File: config.mk
export PLATFORM = sky130hd
export DESIGN_NAME = usb_root_port_status_control
export DESIGN_NICKNAME = d
export VERILOG_FILES = /design/src/usb_port_pkg.sv /design/src/usb_root_port_status_control.sv
export SDC_FILE = /design/constraint.sdc
export NUM_CORES = 1
export LEC_CHECK = 0
export BUFFER_PORTS_ARGS = -buffer_cell sky130_fd_sc_hd__buf_4
export CORE_UTILIZATION = 35
export DETAILED_ROUTE_END_ITERATION = 7
export PLACE_DENSITY = 0.56
export RECOVER_POWER = 25
export SYNTH_ARGS = -nofsm -noshare
export SYNTH_HDL_FRONTEND = slang
export SYNTH_SLANG_ARGS = --single-unit
File: constraint.sdc
create_clock -name ref_clk -period 1.7 [get_ports ref_clk]
set_input_delay 0 -clock ref_clk [delete_from_list [all_inputs] [get_ports ref_clk]]
set_output_delay 0 -clock ref_clk [all_outputs]
set_load 0.03 [all_outputs]
File: src/usb_port_pkg.sv
/*
  Shared constants and types for the root hub port status/control block:
  register offsets, bit positions, reset value, timing counts and carriers.
  Assumes a 100 MHz controller clock and base-relative I/O byte addresses.
*/
`default_nettype none
package usb_port_pkg;
  localparam int NPORTS = 2;
  localparam logic [4:0] PORT0_OFS = 5'h10;
  localparam logic [4:0] PORT1_OFS = 5'h12;
  localparam logic [15:0] PORT_RESET_VAL = 16'h0080;
  // ------------------------------------------------------------------
  // status/control bit positions
  // ------------------------------------------------------------------
  localparam int BIT_CONN = 0;
  localparam int BIT_CONN_CHG = 1;
  localparam int BIT_EN = 2;
  localparam int BIT_EN_CHG = 3;
  localparam int BIT_LINE_DP = 4;
  localparam int BIT_LINE_DM = 5;
  localparam int BIT_RESUME = 6;
  localparam int BIT_ONE = 7;
  localparam int BIT_LOW_SPEED = 8;
  localparam int BIT_PORT_RST = 9;
  localparam int BIT_OC = 10;
  localparam int BIT_OC_CHG = 11;
  localparam int BIT_SUSP = 12;
  // ------------------------------------------------------------------
  // timing
  // ------------------------------------------------------------------
  localparam int CLK_PERIOD_NS = 10;
  localparam int LS_BIT_NS = 667;
  localparam int CONNECT_SETTLE_NS = 2666;
  localparam logic [7:0] LS_BIT_CYC = 8'((LS_BIT_NS + CLK_PERIOD_NS - 1) / CLK_PERIOD_NS);
  localparam logic [7:0] EOP_SE0_CYC = 8'(2 * LS_BIT_CYC);
  localparam logic [7:0] EOP_J_CYC = LS_BIT_CYC;
  localparam logic [8:0] CONNECT_SETTLE_CYC = 9'(CONNECT_SETTLE_NS / CLK_PERIOD_NS);
  // ------------------------------------------------------------------
  // types
  // ------------------------------------------------------------------
  typedef enum logic [1:0] {
    DRV_IDLE = 2'b00,
    DRV_K = 2'b01,
    DRV_SE0 = 2'b10,
    DRV_J = 2'b11
  } drv_state_t;
  typedef enum logic [1:0] {
    PORT_DISABLED = 2'b00,
    PORT_ENABLED = 2'b01,
    PORT_SUSPENDED = 2'b10
  } port_state_t;
  typedef struct packed {
    logic dp;
    logic dm;
    logic overcurrent_in_n;
    logic fault;
  } port_line_in_t;
  typedef struct packed {
    logic oe;
    logic dp;
    logic dm;
    logic block;
  } port_line_out_t;
endpackage
`default_nettype wire

File: src/usb_root_port_status_control.sv
/*
  Two root hub downstream ports: connect, enable, suspend, resume, reset,
  over-current and speed state, plus reset/K/EOP drive on the port lines.
  Assumes all inputs synchronous to ref_clk; eof2_tick is a one-cycle pulse
  at the end-of-frame checkpoint; xact_busy marks a bus transaction.
*/
`default_nettype none
// Contract
// - one 16-bit register per port at 10h and 12h, word writes only
// - any reset: no device, disabled, line status 00
// - attach reaches connected state and flags change within 4 low-speed bit times (2666 ns settle)
// - during global suspend, setting bits 6, 3 or 1 requests global resume
// - enable 0 disabled, suspend 0 enable 1 enabled, both 1 suspended
// - suspended port blocks downstream data except SE0 resets, still sees resume
// - suspend waits for end of a transaction in progress
// - falling over-current input sets change bit, write 1 clears
// - over-current bit mirrors low input and disables the port
// - port reset bit disables port and drives reset signaling
// - speed bit shows low-speed device, writes ignored
// - bit 7 always reads 1
// - software sets resume bit; hardware sets it on J-to-K while suspended
// - resume bit set and suspended drives K-state
// - clearing resume bit sends low-speed EOP; bit reads 1 until done
// - bits 5:4 show D- and D+ levels, captured at end-of-frame checkpoint
// - enable change set on disconnect or fault at checkpoint, write 1 clears
// - only software enables; hardware disables; bit follows actual state
module usb_root_port_status_control (
  // clock and resets
  input wire logic ref_clk,
  input wire logic arst_n,
  input wire logic hc_reset,
  input wire logic global_reset,
  // controller context
  input wire logic global_suspend,
  input wire logic xact_busy,
  input wire logic eof2_tick,
  output logic global_resume,
  // i/o register port
  input wire logic [4:0] io_addr,
  input wire logic io_wr,
  input wire logic io_rd,
  input wire logic [1:0] io_be,
  input wire logic [15:0] io_wdata,
  output logic [15:0] io_rdata,
  // port lines
  input wire usb_port_pkg::port_line_in_t [1:0] line_in,
  output var usb_port_pkg::port_line_out_t [1:0] line_out
);
  logic [1:0] conn_reg, conn_next, conn_chg_reg, conn_chg_next;
  logic [1:0] en_reg, en_next, en_chg_reg, en_chg_next;
  logic [1:0] en_pend_reg, en_pend_next, en_val_reg, en_val_next;
  logic [1:0] susp_reg, susp_next, sp_pend_reg, sp_pend_next, sp_val_reg, sp_val_next;
  logic [1:0] prst_reg, prst_next, ls_reg, ls_next, resume_reg, resume_next;
  logic [1:0] oc_prev_reg, oc_prev_next, oc_chg_reg, oc_chg_next;
  logic [1:0] line_reg [2];
  logic [1:0] line_next [2];
  logic [1:0] prev_reg [2];
  logic [1:0] prev_next [2];
  logic [8:0] settle_reg [2];
  logic [8:0] settle_next [2];
  logic [7:0] dcnt_reg [2];
  logic [7:0] dcnt_next [2];
  usb_port_pkg::drv_state_t drv_reg [2];
  usb_port_pkg::drv_state_t drv_next [2];
  usb_port_pkg::port_line_out_t [1:0] out_next;
  logic [15:0] rdata_next;
  logic gresume_next;
  logic [15:0] stat [2];
  logic wr_hit, oc_act, soft_rst, raw_conn, dis_evt, rd_clr;
  logic [1:0] cur;

  function automatic logic [4:0] port_offset(input int p);
    return (p == 0) ? usb_port_pkg::PORT0_OFS : usb_port_pkg::PORT1_OFS;
  endfunction

  // K pair {dp,dm}: full speed K has D- high, low speed K has D+ high
  function automatic logic [1:0] k_pair(input logic ls);
    return ls ? 2'b10 : 2'b01;
  endfunction

  function automatic usb_port_pkg::port_state_t port_state(input logic s, input logic e);
    if (!e) return usb_port_pkg::PORT_DISABLED;
    return s ? usb_port_pkg::PORT_SUSPENDED : usb_port_pkg::PORT_ENABLED;
  endfunction

  // ------------------------------------------------------------------
  // read view
  // ------------------------------------------------------------------
  always_comb begin
    for (int p = 0; p < usb_port_pkg::NPORTS; p++) begin
      stat[p] = '0;
      stat[p][usb_port_pkg::BIT_CONN] = conn_reg[p];
      stat[p][usb_port_pkg::BIT_CONN_CHG] = conn_chg_reg[p];
      stat[p][usb_port_pkg::BIT_EN] = en_reg[p];
      stat[p][usb_port_pkg::BIT_EN_CHG] = en_chg_reg[p];
      stat[p][usb_port_pkg::BIT_LINE_DP] = line_reg[p][1];
      stat[p][usb_port_pkg::BIT_LINE_DM] = line_reg[p][0];
      // stays 1 while the eop is still on the wire
      stat[p][usb_port_pkg::BIT_RESUME] = resume_reg[p] | drv_reg[p][1];
      stat[p][usb_port_pkg::BIT_ONE] = 1'b1;
      stat[p][usb_port_pkg::BIT_LOW_SPEED] = ls_reg[p];
      stat[p][usb_port_pkg::BIT_PORT_RST] = prst_reg[p];
      stat[p][usb_port_pkg::BIT_OC] = ~line_in[p].overcurrent_in_n;
      stat[p][usb_port_pkg::BIT_OC_CHG] = oc_chg_reg[p];
      stat[p][usb_port_pkg::BIT_SUSP] = susp_reg[p];
    end
  end

  // ------------------------------------------------------------------
  // next state
  // ------------------------------------------------------------------
  always_comb begin
    conn_next = conn_reg; conn_chg_next = conn_chg_reg;
    en_next = en_reg; en_chg_next = en_chg_reg;
    en_pend_next = en_pend_reg; en_val_next = en_val_reg;
    susp_next = susp_reg; sp_pend_next = sp_pend_reg; sp_val_next = sp_val_reg;
    prst_next = prst_reg; ls_next = ls_reg; resume_next = resume_reg;
    oc_prev_next = oc_prev_reg; oc_chg_next = oc_chg_reg;
    line_next = line_reg; prev_next = prev_reg; settle_next = settle_reg;
    dcnt_next = dcnt_reg; drv_next = drv_reg;
    out_next = '0; rdata_next = '0; gresume_next = 1'b0;
    wr_hit = 1'b0; oc_act = 1'b0; raw_conn = 1'b0; dis_evt = 1'b0; rd_clr = 1'b0;
    cur = '0;
    soft_rst = hc_reset | global_reset;
    for (int p = 0; p < usb_port_pkg::NPORTS; p++) begin
      // reserved bits 15:13 are dropped; partial writes are ignored
      wr_hit = io_wr && (io_be == 2'b11) && (io_addr == port_offset(p));
      if (io_rd && io_addr == port_offset(p)) rdata_next = stat[p];
      oc_act = ~line_in[p].overcurrent_in_n;
      cur = {line_in[p].dp, line_in[p].dm};
      prev_next[p] = cur;
      oc_prev_next[p] = line_in[p].overcurrent_in_n;
      // over-current change, set wins over clear
      oc_chg_next[p] = (oc_prev_reg[p] & ~line_in[p].overcurrent_in_n) |
                       (oc_chg_reg[p] & ~(wr_hit & io_wdata[usb_port_pkg::BIT_OC_CHG]));
      // connect filter, cleared while the port drives its own lines
      raw_conn = line_in[p].dp | line_in[p].dm;
      dis_evt = 1'b0;
      conn_chg_next[p] = conn_chg_reg[p] & ~(wr_hit & io_wdata[usb_port_pkg::BIT_CONN_CHG]);
      if (line_out[p].oe || raw_conn == conn_reg[p]) begin
        settle_next[p] = '0;
      end else if (settle_reg[p] == usb_port_pkg::CONNECT_SETTLE_CYC - 9'd1) begin
        settle_next[p] = '0;
        conn_next[p] = raw_conn;
        conn_chg_next[p] = 1'b1;
        if (raw_conn) ls_next[p] = line_in[p].dm;
        dis_evt = ~raw_conn;
      end else begin
        settle_next[p] = settle_reg[p] + 9'd1;
      end
      if (wr_hit) begin
        prst_next[p] = io_wdata[usb_port_pkg::BIT_PORT_RST];
        en_pend_next[p] = 1'b1;
        en_val_next[p] = io_wdata[usb_port_pkg::BIT_EN];
        sp_pend_next[p] = 1'b1;
        sp_val_next[p] = io_wdata[usb_port_pkg::BIT_SUSP];
        rd_clr = resume_reg[p] & ~io_wdata[usb_port_pkg::BIT_RESUME];
        resume_next[p] = io_wdata[usb_port_pkg::BIT_RESUME];
      end
      // enable/suspend follow the port only between transactions
      if (en_pend_reg[p] && !xact_busy) begin
        en_pend_next[p] = 1'b0;
        en_next[p] = en_val_reg[p] & conn_reg[p] & ~oc_act & ~prst_reg[p];
      end
      if (sp_pend_reg[p] && !xact_busy) begin
        sp_pend_next[p] = 1'b0;
        susp_next[p] = sp_val_reg[p];
      end
      en_chg_next[p] = en_chg_reg[p] & ~(wr_hit & io_wdata[usb_port_pkg::BIT_EN_CHG]);
      if (dis_evt && en_reg[p]) begin
        en_next[p] = 1'b0;
        en_chg_next[p] = 1'b1;
      end
      if (eof2_tick) begin
        line_next[p] = {line_in[p].dp, line_in[p].dm};
        if (en_reg[p] && (oc_act || line_in[p].fault)) begin
          en_next[p] = 1'b0;
          en_chg_next[p] = 1'b1;
        end
      end
      if (oc_act || prst_reg[p]) en_next[p] = 1'b0;
      if (!en_next[p]) susp_next[p] = 1'b0;
      if (susp_reg[p] && prev_reg[p] == ~k_pair(ls_reg[p]) && cur == k_pair(ls_reg[p]))
        resume_next[p] = 1'b1;
      case (drv_reg[p])
        usb_port_pkg::DRV_IDLE: begin
          if (resume_reg[p] && susp_reg[p]) drv_next[p] = usb_port_pkg::DRV_K;
        end
        usb_port_pkg::DRV_K: begin
          if (rd_clr) begin
            drv_next[p] = usb_port_pkg::DRV_SE0;
            dcnt_next[p] = '0;
          end else if (!susp_reg[p] || !resume_reg[p]) begin
            drv_next[p] = usb_port_pkg::DRV_IDLE;
          end
        end
        usb_port_pkg::DRV_SE0: begin
          dcnt_next[p] = dcnt_reg[p] + 8'd1;
          if (dcnt_reg[p] == usb_port_pkg::EOP_SE0_CYC - 8'd1) begin
            drv_next[p] = usb_port_pkg::DRV_J;
            dcnt_next[p] = '0;
          end
        end
        usb_port_pkg::DRV_J: begin
          dcnt_next[p] = dcnt_reg[p] + 8'd1;
          if (dcnt_reg[p] == usb_port_pkg::EOP_J_CYC - 8'd1) drv_next[p] = usb_port_pkg::DRV_IDLE;
        end
        default: drv_next[p] = usb_port_pkg::DRV_IDLE;
      endcase
      rd_clr = 1'b0;
      if (global_suspend && ((resume_next[p] & ~resume_reg[p]) |
          (en_chg_next[p] & ~en_chg_reg[p]) | (conn_chg_next[p] & ~conn_chg_reg[p])))
        gresume_next = 1'b1;
      if (soft_rst) begin
        conn_next[p] = 1'b0; conn_chg_next[p] = 1'b0; en_next[p] = 1'b0;
        en_chg_next[p] = 1'b0; en_pend_next[p] = 1'b0; susp_next[p] = 1'b0;
        sp_pend_next[p] = 1'b0; prst_next[p] = 1'b0; ls_next[p] = 1'b0;
        resume_next[p] = 1'b0; oc_chg_next[p] = 1'b0; line_next[p] = 2'b00;
        settle_next[p] = '0; drv_next[p] = usb_port_pkg::DRV_IDLE;
        gresume_next = 1'b0;
      end
      // line drive from the state just chosen
      if (prst_next[p] || global_reset) begin
        out_next[p].oe = 1'b1; // SE0 reset
      end else if (drv_next[p] == usb_port_pkg::DRV_K) begin
        out_next[p].oe = 1'b1;
        {out_next[p].dp, out_next[p].dm} = k_pair(ls_next[p]);
      end else if (drv_next[p] == usb_port_pkg::DRV_SE0) begin
        out_next[p].oe = 1'b1;
      end else if (drv_next[p] == usb_port_pkg::DRV_J) begin
        out_next[p].oe = 1'b1;
        {out_next[p].dp, out_next[p].dm} = ~k_pair(ls_next[p]);
      end
      // suspended port passes no downstream traffic besides the above
      out_next[p].block = susp_next[p] & ~prst_next[p] & ~global_reset;
    end
  end

  always_ff @(posedge ref_clk or negedge arst_n) begin
    if (!arst_n) begin
      conn_reg <= '0; conn_chg_reg <= '0; en_reg <= '0; en_chg_reg <= '0;
      en_pend_reg <= '0; en_val_reg <= '0; susp_reg <= '0; sp_pend_reg <= '0;
      sp_val_reg <= '0; prst_reg <= '0; ls_reg <= '0; resume_reg <= '0;
      oc_prev_reg <= 2'b11; oc_chg_reg <= '0;
      line_reg <= '{default: 2'b00}; prev_reg <= '{default: 2'b00};
      settle_reg <= '{default: 9'h000}; dcnt_reg <= '{default: 8'h00};
      drv_reg <= '{default: usb_port_pkg::DRV_IDLE};
      line_out <= '0; io_rdata <= '0; global_resume <= 1'b0;
    end else begin
      conn_reg <= conn_next; conn_chg_reg <= conn_chg_next; en_reg <= en_next;
      en_chg_reg <= en_chg_next; en_pend_reg <= en_pend_next; en_val_reg <= en_val_next;
      susp_reg <= susp_next; sp_pend_reg <= sp_pend_next; sp_val_reg <= sp_val_next;
      prst_reg <= prst_next; ls_reg <= ls_next; resume_reg <= resume_next;
      oc_prev_reg <= oc_prev_next; oc_chg_reg <= oc_chg_next;
      line_reg <= line_next; prev_reg <= prev_next; settle_reg <= settle_next;
      dcnt_reg <= dcnt_next; drv_reg <= drv_next;
      line_out <= out_next; io_rdata <= rdata_next; global_resume <= gresume_next;
    end
  end

  // ------------------------------------------------------------------
  // checks (port 0; port 1 is the same logic)
  // ------------------------------------------------------------------
  localparam int CONN_BOUND = 300;
  logic w0;
  assign w0 = io_wr && io_be == 2'b11 && io_addr == usb_port_pkg::PORT0_OFS;
endmodule
`default_nettype wire

==> results of run 1 <==
routing by layer:
metal	vias up	routed length, um	GRT usage [%]	share of wire [%]
met5	-	0	0	0
met1	1921	5520	24.8	44
met2	99	6040	31.1	48
met3	18	725	4.89	5.8
met4	0	223	6.73	1.8
li1	1924	-	-	-
critical path: cells and delay by family, from the launching register on:
family | cells | cell delay [ns]
compound gates | 3 | 0.73
fa+ha+maj | 1 | 0.20
buf+inv | 2 | 0.27
flops | 1 | 0.38
simple gates | 1 | 0.13
repair_timing:
item	CTS	global route
hold endpoints to repair	85	0
resized for setup	13	37
buffers inserted	2	9
hold buffers	17	0
setup endpoints to repair	11	29
pin swaps	10	24
power breakdown:
part	switching (mW)	internal [mW]
Combinational	0.198	0.143
Sequential	0.0147	2.31
Clock	0.936	1.00
cell usage in the layout, fill, tap and decap left out, drive strengths merged, types with 14 or more instances in the layout:
master / n
nand3: 14
clkbuf: 14
nor2: 65
inv: 19
buf: 129
dlygate4sd3: 17
nand2: 42
dfrtp: 94
mux2i: 19
o21ai: 28
cell families after synthesis:
| group | count (synthesis) |
|---|---|
| mux | 22 |
| simple gates | 183 |
| fa+ha+maj | 10 |
| compound gates | 94 |
| other cells | 1 |
| xor+xnor | 16 |
| buf+inv | 34 |
| flops | 96 |
how the worst max path moves through the flow:
| stage | end | depth (start not counted) |
|---|---|---|
| floorplan | line_out[1] | 7 |
| global placement | line_out[1] | 7 |
| detailed placement | line_out[1] | 7 |
| CTS | line_out[1] | 7 |
| global route | line_out[1] | 7 |
| finish | line_out[1] | 7 |
per-stage QoR:
step	setup TNS [ns]	cell area (sq um)	setup WS (ns)	std cells
after CTS	-0.158	6340	-0.0589	772
after floorplan	-0.161	4720	-0.0504	458
after global placement	-0.312	5800	-0.0774	737
final	-0.175	6490	-0.0827	780
after global routing	-1.75	6490	-0.197	780
after detailed placement	-0.651	5800	-0.139	737
cell type report:
class / instances / area [sq um] / share of cell area (%)
clock inverters: 7 / 53.8 / 0.829
repair buffers: 151 / 1180 / 18.2
well taps: 172 / 215 / 3.32
multi-input cells: 328 / 2340 / 36.1
flip-flops and latches: 96 / 2400 / 37.1
inverters: 17 / 66.3 / 1.02
clock buffers: 9 / 225 / 3.47
==> reports/results.tsv, run 1 <==
stage	metric	value	unit
clocking	total CTS buffers	9	
drt	DRC viols	0	
run_status	failing checks	setup timing	
floorplanning	I/O Pins	65	
timing	RSZ-0062 raised after global routing	yes	
final_layout	Final Util	50.4	%
synthesis	Synth Area in Simple Gates	20.4	%
timing	final period utilization	105	%
clocking	clock sinks	96	
worst_setup_path	Setup crit start kind	flip-flop	
timing	Rel. slew slack	38.7	%
synthesis	list of most frequent post-synthesis cells	dfrtp_1 (94), nor2_1 (65), nand2_1 (42), mux2i_1 (19), o21ai_0 (16)	
worst_setup_path	launch point of the critical path	settle_reg[9]	
worst_setup_path	critical-path cell list	ha_1 > nor4b_4 > o2111a_2 > buf_4 > buf_6 > a2111o_1 > a21oi_2	
synthesis	YS warnings	0	
job	max-cap check violation count	0	
drt	first-pass iteration count of the detailed router	4	
min_path	hold wc startpoint	line_in[3]	
drt	total vias in the final route	3962	
worst_setup_path	CP Capture Type	flip-flop	
worst_setup_path	Crit path required time	1.99	ns
synthesis	largest family of logic cells by synthesized area	simple AND/OR/NAND/NOR gates	
synthesis	top-count cell post-synth	dfrtp_1	
final_layout	max reg flops	18	
synthesis	Synth Instances	456	
timing	min Tclk post-route	1.78	ns
synthesis	leading area contributor after synthesis	dfrtp_1	
worst_setup_path	Setup CP Type	reg2reg	
timing	clock skew	0.00876	ns
synthesis	Synth Flop Type	dfrtp_1	
floorplanning	Die Y-Extent	118	um
worst_setup_path	Worst Path Max Fanout	5	
final_layout	share of cells above drive strength 1	31.7	%
timing	Final Setup Violations	5	
floorplanning	core area	0.0129	sq mm
clocking	CTS root buf	clkbuf_16	
synthesis	post-synthesis xor/xnor area fraction	2.98	%
synthesis	Yosys reg bits	96	
clocking	CTS tree	done	
pwr	Total Power	4.60	mW
worst_setup_path	FF-to-FF setup slack	-0.08	ns
pwr	Pleak	2.93	nW
worst_setup_path	Arrival @ worst endpoint	2.07	ns
worst_setup_path	FF-to-FF Start	settle_reg[9]	
min_path	sink of the worst hold path	line_reg[3]	
final_layout	n_diodes	0	
timing	hold slack	0.0264	ns
grt	vias in the first global route	4047	
grt	pin count of the biggest net entering global routing	34	
clocking	clk_lat worst skew	0.36	ns
timing	Max Fclk	561	MHz
drt	final WL	12.5	mm
worst_setup_path	FF-to-FF path depth	7	
grt	first-pass GRT wire length	20.7	mm
pwr	VDD IR max	0.000458	V
synthesis	post-synth top area share	50.1	%
final_layout	fillers	1197	
synthesis	sequential-to-total area share from yosys stat	51.2	%
synthesis	multiplexer share of the synthesized area	4.77	%
floorplanning	die area	0.0139	sq mm
clocking	Clock Pin Slew Worst Setup and Hold Paths	0.07	ns
timing	final worst setup slack	-0.0827	ns
final_layout	fin nets	653	
floorplanning	cell row count	41	
placement	port buffer count	52	
synthesis	Synth cell types	67	
timing	Slew Limit Fails	0	
pwr	Pwr per Cell Area	710	mW/mm^2
clocking	clock buffer depth	2	
floorplanning	Die Width	118	um
min_path	worst min path class	in2reg	
drt	Initial DRC Count	203	
grt	gr usage total	19.2	%
worst_setup_path	CP peak stage delay	0.41	ns
timing	Slew @ Worst Pin	0.920	ns
synthesis	EDFF count, synth	0	
floorplanning	initial core utilization	36.5	%
synthesis	Async SR Flop Fraction	100	%
drt	DR WL/cell	16.0	um
placement	HPWL after DPL	8.99	mm
worst_setup_path	Crit-path slowest cell	a2111o_1	
placement	gp weighted congestion	0.838	
synthesis	top cells by area, synth	dfrtp_1 (50%), nor2_1 (5.2%), mux2i_1 (4.0%)	
synthesis	Mean Syn Cell Area	10.3	sq um
grt	Remaining Overflow, GRT	0	
worst_setup_path	worst flop-to-flop path endpoint	line_out[1]	
final_layout	area delta synth->final	38.1	%
synthesis	Synth Cell Area	0.00470	sq mm
synthesis	Synth Area in Adders	2.66	%
clocking	H-Tree Depth	3	
min_path	Worst Hold Depth	3	
drt	Via-to-Cell Ratio	5.08	
timing	Final Hold Viols	0	
run_status	status	finished with violations	
drt	ANT nets after route	0	
grt	initial antenna violation count	0	
synthesis	Compound-Gate Fraction of Synth Area	14.9	%
Note: power is estimated with default switching activity, not from simulation.
==> run 2: changes to the inputs <==
--- a/config.mk
+++ b/config.mk
@@ -6,9 +6,10 @@
 export NUM_CORES = 1
 export LEC_CHECK = 0
 export BUFFER_PORTS_ARGS = -buffer_cell sky130_fd_sc_hd__buf_4
-export CORE_UTILIZATION = 35
+export CORE_UTILIZATION = 45
+export CTS_CLUSTER_DIAMETER = 60
 export DETAILED_ROUTE_END_ITERATION = 7
-export PLACE_DENSITY = 0.56
+export PLACE_DENSITY = 0.68
 export RECOVER_POWER = 25
 export SYNTH_ARGS = -nofsm -noshare
 export SYNTH_HDL_FRONTEND = slang
==> run 2 against run 1 <==
  * The flow still finishes with violations (setup timing)
  * Critical path depth up 1
  * Setup slack worse by 0.033 ns
  * Count of clock-buffer cells in the layout up 1
  * Power down 7.5%
  * Core utilization up 14 points
  * Global-route usage up 3.3 points
  * Non-clock buffer count down 10
  * Largest cell class unchanged
==> reports/results.tsv, run 2 (same netlist as run 1, synthesis figures left out) <==
stage	metric	value	unit
worst_setup_path	Worst Path Max Fanout	2	
timing	RSZ-0062 raised after global routing	yes	
min_path	Worst Hold Depth	4	
clocking	Clock Pin Slew Worst Setup and Hold Paths	0.10	ns
final_layout	area delta synth->final	35.4	%
pwr	switching part of the total	25.1	%
drt	Via-to-Cell Ratio	5.41	
min_path	sink of the worst hold path	line_out[3]	
min_path	worst min path class	in2reg	
clocking	H-Tree Depth	3	
worst_setup_path	CP Capture Type	flip-flop	
pwr	Pleak	2.88	nW
clocking	CTS root buf	clkbuf_8	
floorplanning	I/O Pins	65	
final_layout	share of cells above drive strength 1	31.1	%
clocking	total CTS buffers	9	
worst_setup_path	worst flop-to-flop path endpoint	line_out[2]	
worst_setup_path	Setup CP Type	reg2reg	
timing	clock skew	0.00998	ns
timing	Slew @ Worst Pin	0.981	ns
timing	final worst setup slack	-0.115	ns
grt	gr usage total	22.5	%
timing	final period utilization	107	%
final_layout	final instance area	0.00636	sq mm
floorplanning	core area	0.00995	sq mm
grt	Remaining Overflow, GRT	0	
floorplanning	cell row count	36	
placement	placed inst area	0.00568	sq mm
grt	pin count of the biggest net entering global routing	48	
timing	Rel. slew slack	34.6	%
clocking	clock buffer depth	2	
floorplanning	initial core utilization	47.2	%
timing	Final Setup Violations	9	
final_layout	Final Util	63.9	%
worst_setup_path	FF-to-FF path depth	8	
timing	total negative slack	-0.516	ns
pwr	clock share of power	37.7	%
placement	port buffer count	52	
final_layout	fin nets	643	
clocking	clock sinks	96	
drt	first-pass iteration count of the detailed router	4	
worst_setup_path	Arrival @ worst endpoint	2.11	ns
drt	DR WL/cell	16.2	um
pwr	Internal	3.19	mW
pwr	Logic pwr share	7.7	%
worst_setup_path	Crit path required time	2.00	ns
grt	initial antenna violation count	0	
worst_setup_path	FF-to-FF setup slack	-0.12	ns
worst_setup_path	Crit-path slowest cell	dfrtp_1	
job	max-cap check violation count	0	
timing	Final Hold Viols	0	
run_status	failing checks	setup timing	
floorplanning	Die Width	104	um
drt	ANT nets after route	0	
timing	Slew Limit Fails	0	
worst_setup_path	FF-to-FF Start	dcnt_reg[8]	
pwr	Pwr per Cell Area	669	mW/mm^2
final_layout	n_diodes	0	
run_status	status	finished with violations	
final_layout	leading cell types in the layout, fill and taps excluded	buf_4 (111), dfrtp_1 (94), nor2_1 (62)	
timing	min Tclk post-route	1.82	ns
final_layout	most common cell after layout, fill and taps aside	buf_4	
worst_setup_path	Setup crit start kind	flip-flop	
grt	vias in the first global route	3941	
drt	final WL	11.8	mm
drt	total vias in the final route	3954	
pwr	Seq pwr share	54.6	%
worst_setup_path	critical-path cell list	inv_1 > ha_2 > nor4bb_4 > and2_1 > a311o_1 > buf_4 > or3_4 > a21oi_2	
drt	DRC viols	0	
placement	gp weighted congestion	0.823	
min_path	hold wc startpoint	global_reset	
floorplanning	die area	0.0109	sq mm
floorplanning	Die Y-Extent	104	um
drt	Initial DRC Count	230	
pwr	Net Switching	1.07	mW
placement	HPWL after DPL	8.22	mm
grt	first-pass GRT wire length	19.3	mm
clocking	clk_lat worst skew	0.37	ns
pwr	Total Power	4.26	mW
timing	Max Fclk	551	MHz
pwr	VDD IR max	0.000334	V
clocking	CTS tree	done	
worst_setup_path	CP peak stage delay	0.36	ns
final_layout	max reg flops	18	
==> run 2: cell types whose count changed in the layout (fill, tap and decap cells not counted), sizes merged <==
cell and change:
clkinv -2, clkinvlp -1, buf -12, dlygate4sd3 +1
clkbuf +2, bufinv +1, inv +1
==> run 2: final cells by class <==
class | count | area (sq um)
fillers | 813 | 3590
repair buffers | 141 | 1120
well taps | 133 | 166
multi-input cells | 328 | 2390
clock buffers | 10 | 138
clock inverters | 6 | 73.8
inverters | 17 | 63.8
flip-flops and latches | 96 | 2400
==> run 2: worst max path at each step <==
stage              startpoint           to  slack (ns)  cells after the start
4_1_cts           dcnt_reg[8]  line_out[2]       -0.08                      8
3_3_place_gp   settle_reg[10]  line_out[1]       -0.06                      7
3_5_place_dp    settle_reg[0]  line_out[4]       -0.16                      7
5_1_grt            line_in[6]  line_out[4]       -0.20                      7
6_report          dcnt_reg[8]  line_out[2]       -0.12                      8
2_1_floorplan  settle_reg[10]  line_out[1]       -0.05                      7
==> run 2: through the flow <==
step,hold WS [ns],std cells,worst slack [ns]
detailed placement,0.00782,688,-0.160
floorplan,-0.296,458,-0.0504
CTS,0.0187,727,-0.0796
global route,0.0461,731,-0.199
global placement,-0.000900,688,-0.0589
finish,0.0430,731,-0.115
==> run 2: per-layer routing <==
metal  up-vias  track usage, %  wire length, um  share of wire [%]
li1       1901               -                -                  -
met1      1953            30.1             5420                 46
met2        81            36.4             5690                 48
met3        19            3.38              451                3.8
met4         0            9.59              245                2.1
met5         -               0                0                  0
==> run 2: power groups by stage <==
stage	clock network [mW]	registers (mW)	logic [mW]
after global placement	0	2.37	0.288
after detailed placement	0	2.37	0.293
after global routing	1.73	2.33	0.358
after floorplan	0	2.37	0.111
final	1.60	2.32	0.328
after CTS	1.63	2.32	0.330
==> run 2: repair_timing <==
action                                  4_1_cts  5_1_grt
endpoints found under the setup margin       16       29
hold endpoints to repair                     67        0
setup buffers                                 5        4
pin swaps                                    10       19
cloned                                        0        1
hold buffers                                 18        0
resized for setup                            14       40
==> run 2: critical path, delay by kind of cell, from the launching register on <==
| kind | cells | cell delay, ns |
|---|---|---|
| AND/OR/NAND/NOR | 3 | 0.59 |
| AO/OA/AOI/OAI | 2 | 0.42 |
| flip-flops | 1 | 0.36 |
| buffers and inverters | 2 | 0.20 |
| adder cells (fa/ha/maj) | 1 | 0.17 |
==> run 3: changes to the inputs <==
--- a/config.mk
+++ b/config.mk
@@ -6,10 +6,12 @@
 export NUM_CORES = 1
 export LEC_CHECK = 0
 export BUFFER_PORTS_ARGS = -buffer_cell sky130_fd_sc_hd__buf_4
-export CORE_UTILIZATION = 45
+export CELL_PAD_IN_SITES_DETAIL_PLACEMENT = 1
+export CELL_PAD_IN_SITES_GLOBAL_PLACEMENT = 1
+export CORE_UTILIZATION = 40
 export CTS_CLUSTER_DIAMETER = 60
 export DETAILED_ROUTE_END_ITERATION = 7
-export PLACE_DENSITY = 0.68
+export PLACE_DENSITY = 0.76
 export RECOVER_POWER = 25
 export SYNTH_ARGS = -nofsm -noshare
 export SYNTH_HDL_FRONTEND = slang
==> run 3 against run 2 <==
  * The flow still finishes with violations (setup timing)
  * Sequential share of layout area decreased by 1.8 points
  * Core utilization decreased by 5.3 points
  * Non-clock buffer count increased by 15
  * Cell count increased by 3.4%
  * Critical path depth unchanged
  * Critical path type unchanged
==> reports/results.tsv, run 3 (same netlist as run 1, synthesis figures left out) <==
stage	metric	value	unit
grt	vias in the first global route	4410	
final_layout	fin nets	658	
timing	total negative slack	-3.74	ns
grt	initial antenna violation count	0	
placement	placed cell count	702	
timing	final period utilization	117	%
placement	setup slack after placement	-0.282	ns
final_layout	most common cell after layout, fill and taps aside	buf_4	
grt	pin count of the biggest net entering global routing	43	
drt	DR WL/cell	22.8	um
timing	RSZ-0062 raised after global routing	yes	
final_layout	fin cells	756	
drt	total vias in the final route	4372	
floorplanning	cell row count	39	
timing	min Tclk post-route	1.99	ns
final_layout	n_diodes	0	
timing	Slew @ Worst Pin	0.890	ns
worst_setup_path	CP peak stage delay	0.39	ns
grt	gr usage total	25.6	%
timing	final worst setup slack	-0.286	ns
clocking	Clock Pin Slew Worst Setup and Hold Paths	0.07	ns
min_path	worst min path class	in2reg	
worst_setup_path	CP delay by family, top	compound AO/OA/AOI/OAI gates	
timing	Slew Limit Fails	0	
timing	Rel. slew slack	40.7	%
clocking	clock buffer depth	2	
final_layout	area delta synth->final	42.4	%
grt	Remaining Overflow, GRT	0	
pwr	Pleak	3.01	nW
timing	clock skew	0.0129	ns
job	max-cap check violation count	0	
drt	ANT nets after route	0	
final_layout	share of cells above drive strength 1	34.7	%
timing	Max Fclk	504	MHz
clocking	CTS root buf	clkbuf_16	
run_status	status	finished with violations	
clocking	clk_lat worst skew	0.35	ns
floorplanning	Die Y-Extent	110	um
worst_setup_path	CP bufs+invs	2	
worst_setup_path	FF-to-FF setup slack	-0.29	ns
placement	HPWL after DPL	9.72	mm
grt	first-pass GRT wire length	23.1	mm
timing	Final Setup Violations	38	
placement	port buffer count	52	
placement	gp weighted congestion	0.802	
worst_setup_path	critical-path cell list	inv_1 > ha_2 > and4bb_2 > buf_6 > o2111a_2 > a21o_1 > o2111ai_2 > o22ai_1	
worst_setup_path	Worst Path Max Fanout	5	
final_layout	leading cell types in the layout, fill and taps excluded	buf_4 (118), dfrtp_1 (93), nor2_1 (62)	
worst_setup_path	Setup CP Type	reg2reg	
drt	Via-to-Cell Ratio	5.78	
floorplanning	initial core utilization	41.1	%
floorplanning	core area	0.0114	sq mm
floorplanning	die area	0.0122	sq mm
worst_setup_path	CP Capture Type	flip-flop	
worst_setup_path	Crit-path slowest cell	dfrtp_1	
worst_setup_path	Arrival @ worst endpoint	2.24	ns
drt	first-pass iteration count of the detailed router	4	
floorplanning	I/O Pins	65	
floorplanning	Die Width	110	um
clocking	clock sinks	96	
clocking	total CTS buffers	9	
pwr	VDD IR max	0.000574	V
timing	Final Hold Viols	0	
worst_setup_path	Crit path required time	1.95	ns
worst_setup_path	Setup crit start kind	flip-flop	
clocking	CTS tree	done	
drt	Initial DRC Count	243	
run_status	failing checks	setup timing	
clocking	H-Tree Depth	3	
final_layout	max reg flops	18	
pwr	Pwr per Cell Area	738	mW/mm^2
drt	final WL	17.2	mm
drt	DRC viols	0	
run 3: worst register-to-register path: cells and delay by family, from the launching register on:
kind	cells	cell delay, ns
flops	1	0.39
simple gates	1	0.30
buf+inv	2	0.18
compound gates	4	0.85
fa+ha+maj	1	0.17
run 3: worst paths after layout:
| kind | startpoint | to | cells after the start |
|---|---|---|---|
| max in group asynchronous | arst_n | dcnt_reg[11] | 3 |
| worst min-delay path | io_rd | io_rdata[7] | 3 |
| min in group asynchronous | arst_n | oc_chg_reg[1] | 2 |
| worst min register to register | sp_val_reg[1] | sp_val_reg[1] | 2 |
| worst max-delay path | settle_reg[1] | line_out[6] | 8 |
| worst max register to register | settle_reg[1] | line_out[6] | 8 |
run 3: timing repair:
item | 4_1_cts | 5_1_grt
buffers inserted | 13 | 11
hold buffers | 16 | 0
pin swaps | 29 | 32
endpoints found under the hold margin | 57 | 0
resized for setup | 38 | 45
setup endpoints to repair | 18 | 50
gates cloned | 0 | 0
run 3: per-stage QoR:
step,utilization (%),hold slack [ns],power (mW),cell area [sq um]
3_5_place_dp,50.1,-0.0215,2.67,5720
2_1_floorplan,-,-0.296,2.48,4720
4_1_cts,56.6,0.00170,4.91,6460
3_3_place_gp,50.1,-0.0295,2.66,5720
6_report,58.6,0.0158,4.94,6690
5_1_grt,58.6,0.0316,5.06,6690
run 3: final cells by class:
cell class | instances | area, sq um
well taps | 143 | 179
flip-flops and latches | 96 | 2410
repair buffers | 156 | 1240
fillers | 1234 | 4730
clock inverters | 7 | 92.6
inverters | 17 | 66.3
clock buffers | 9 | 225
multi-input cells | 328 | 2480
run 3: report_power, final:
part | total, mW | internal (mW) | switching (mW)
combinational | 0.366 | 0.144 | 0.222
clock | 2.24 | 1.29 | 0.949
sequential | 2.33 | 2.31 | 0.0168
run 3: layer usage:
| metal | track usage, % | up-vias | part of all wire, % |
|---|---|---|---|
| met2 | 44.8 | 131 | 52 |
| met1 | 31.7 | 2277 | 41 |
| li1 | - | 1923 | - |
| met4 | 10.1 | 0 | 3.2 |
| met3 | 3.88 | 41 | 3.6 |
| met5 | 0 | - | 0 |
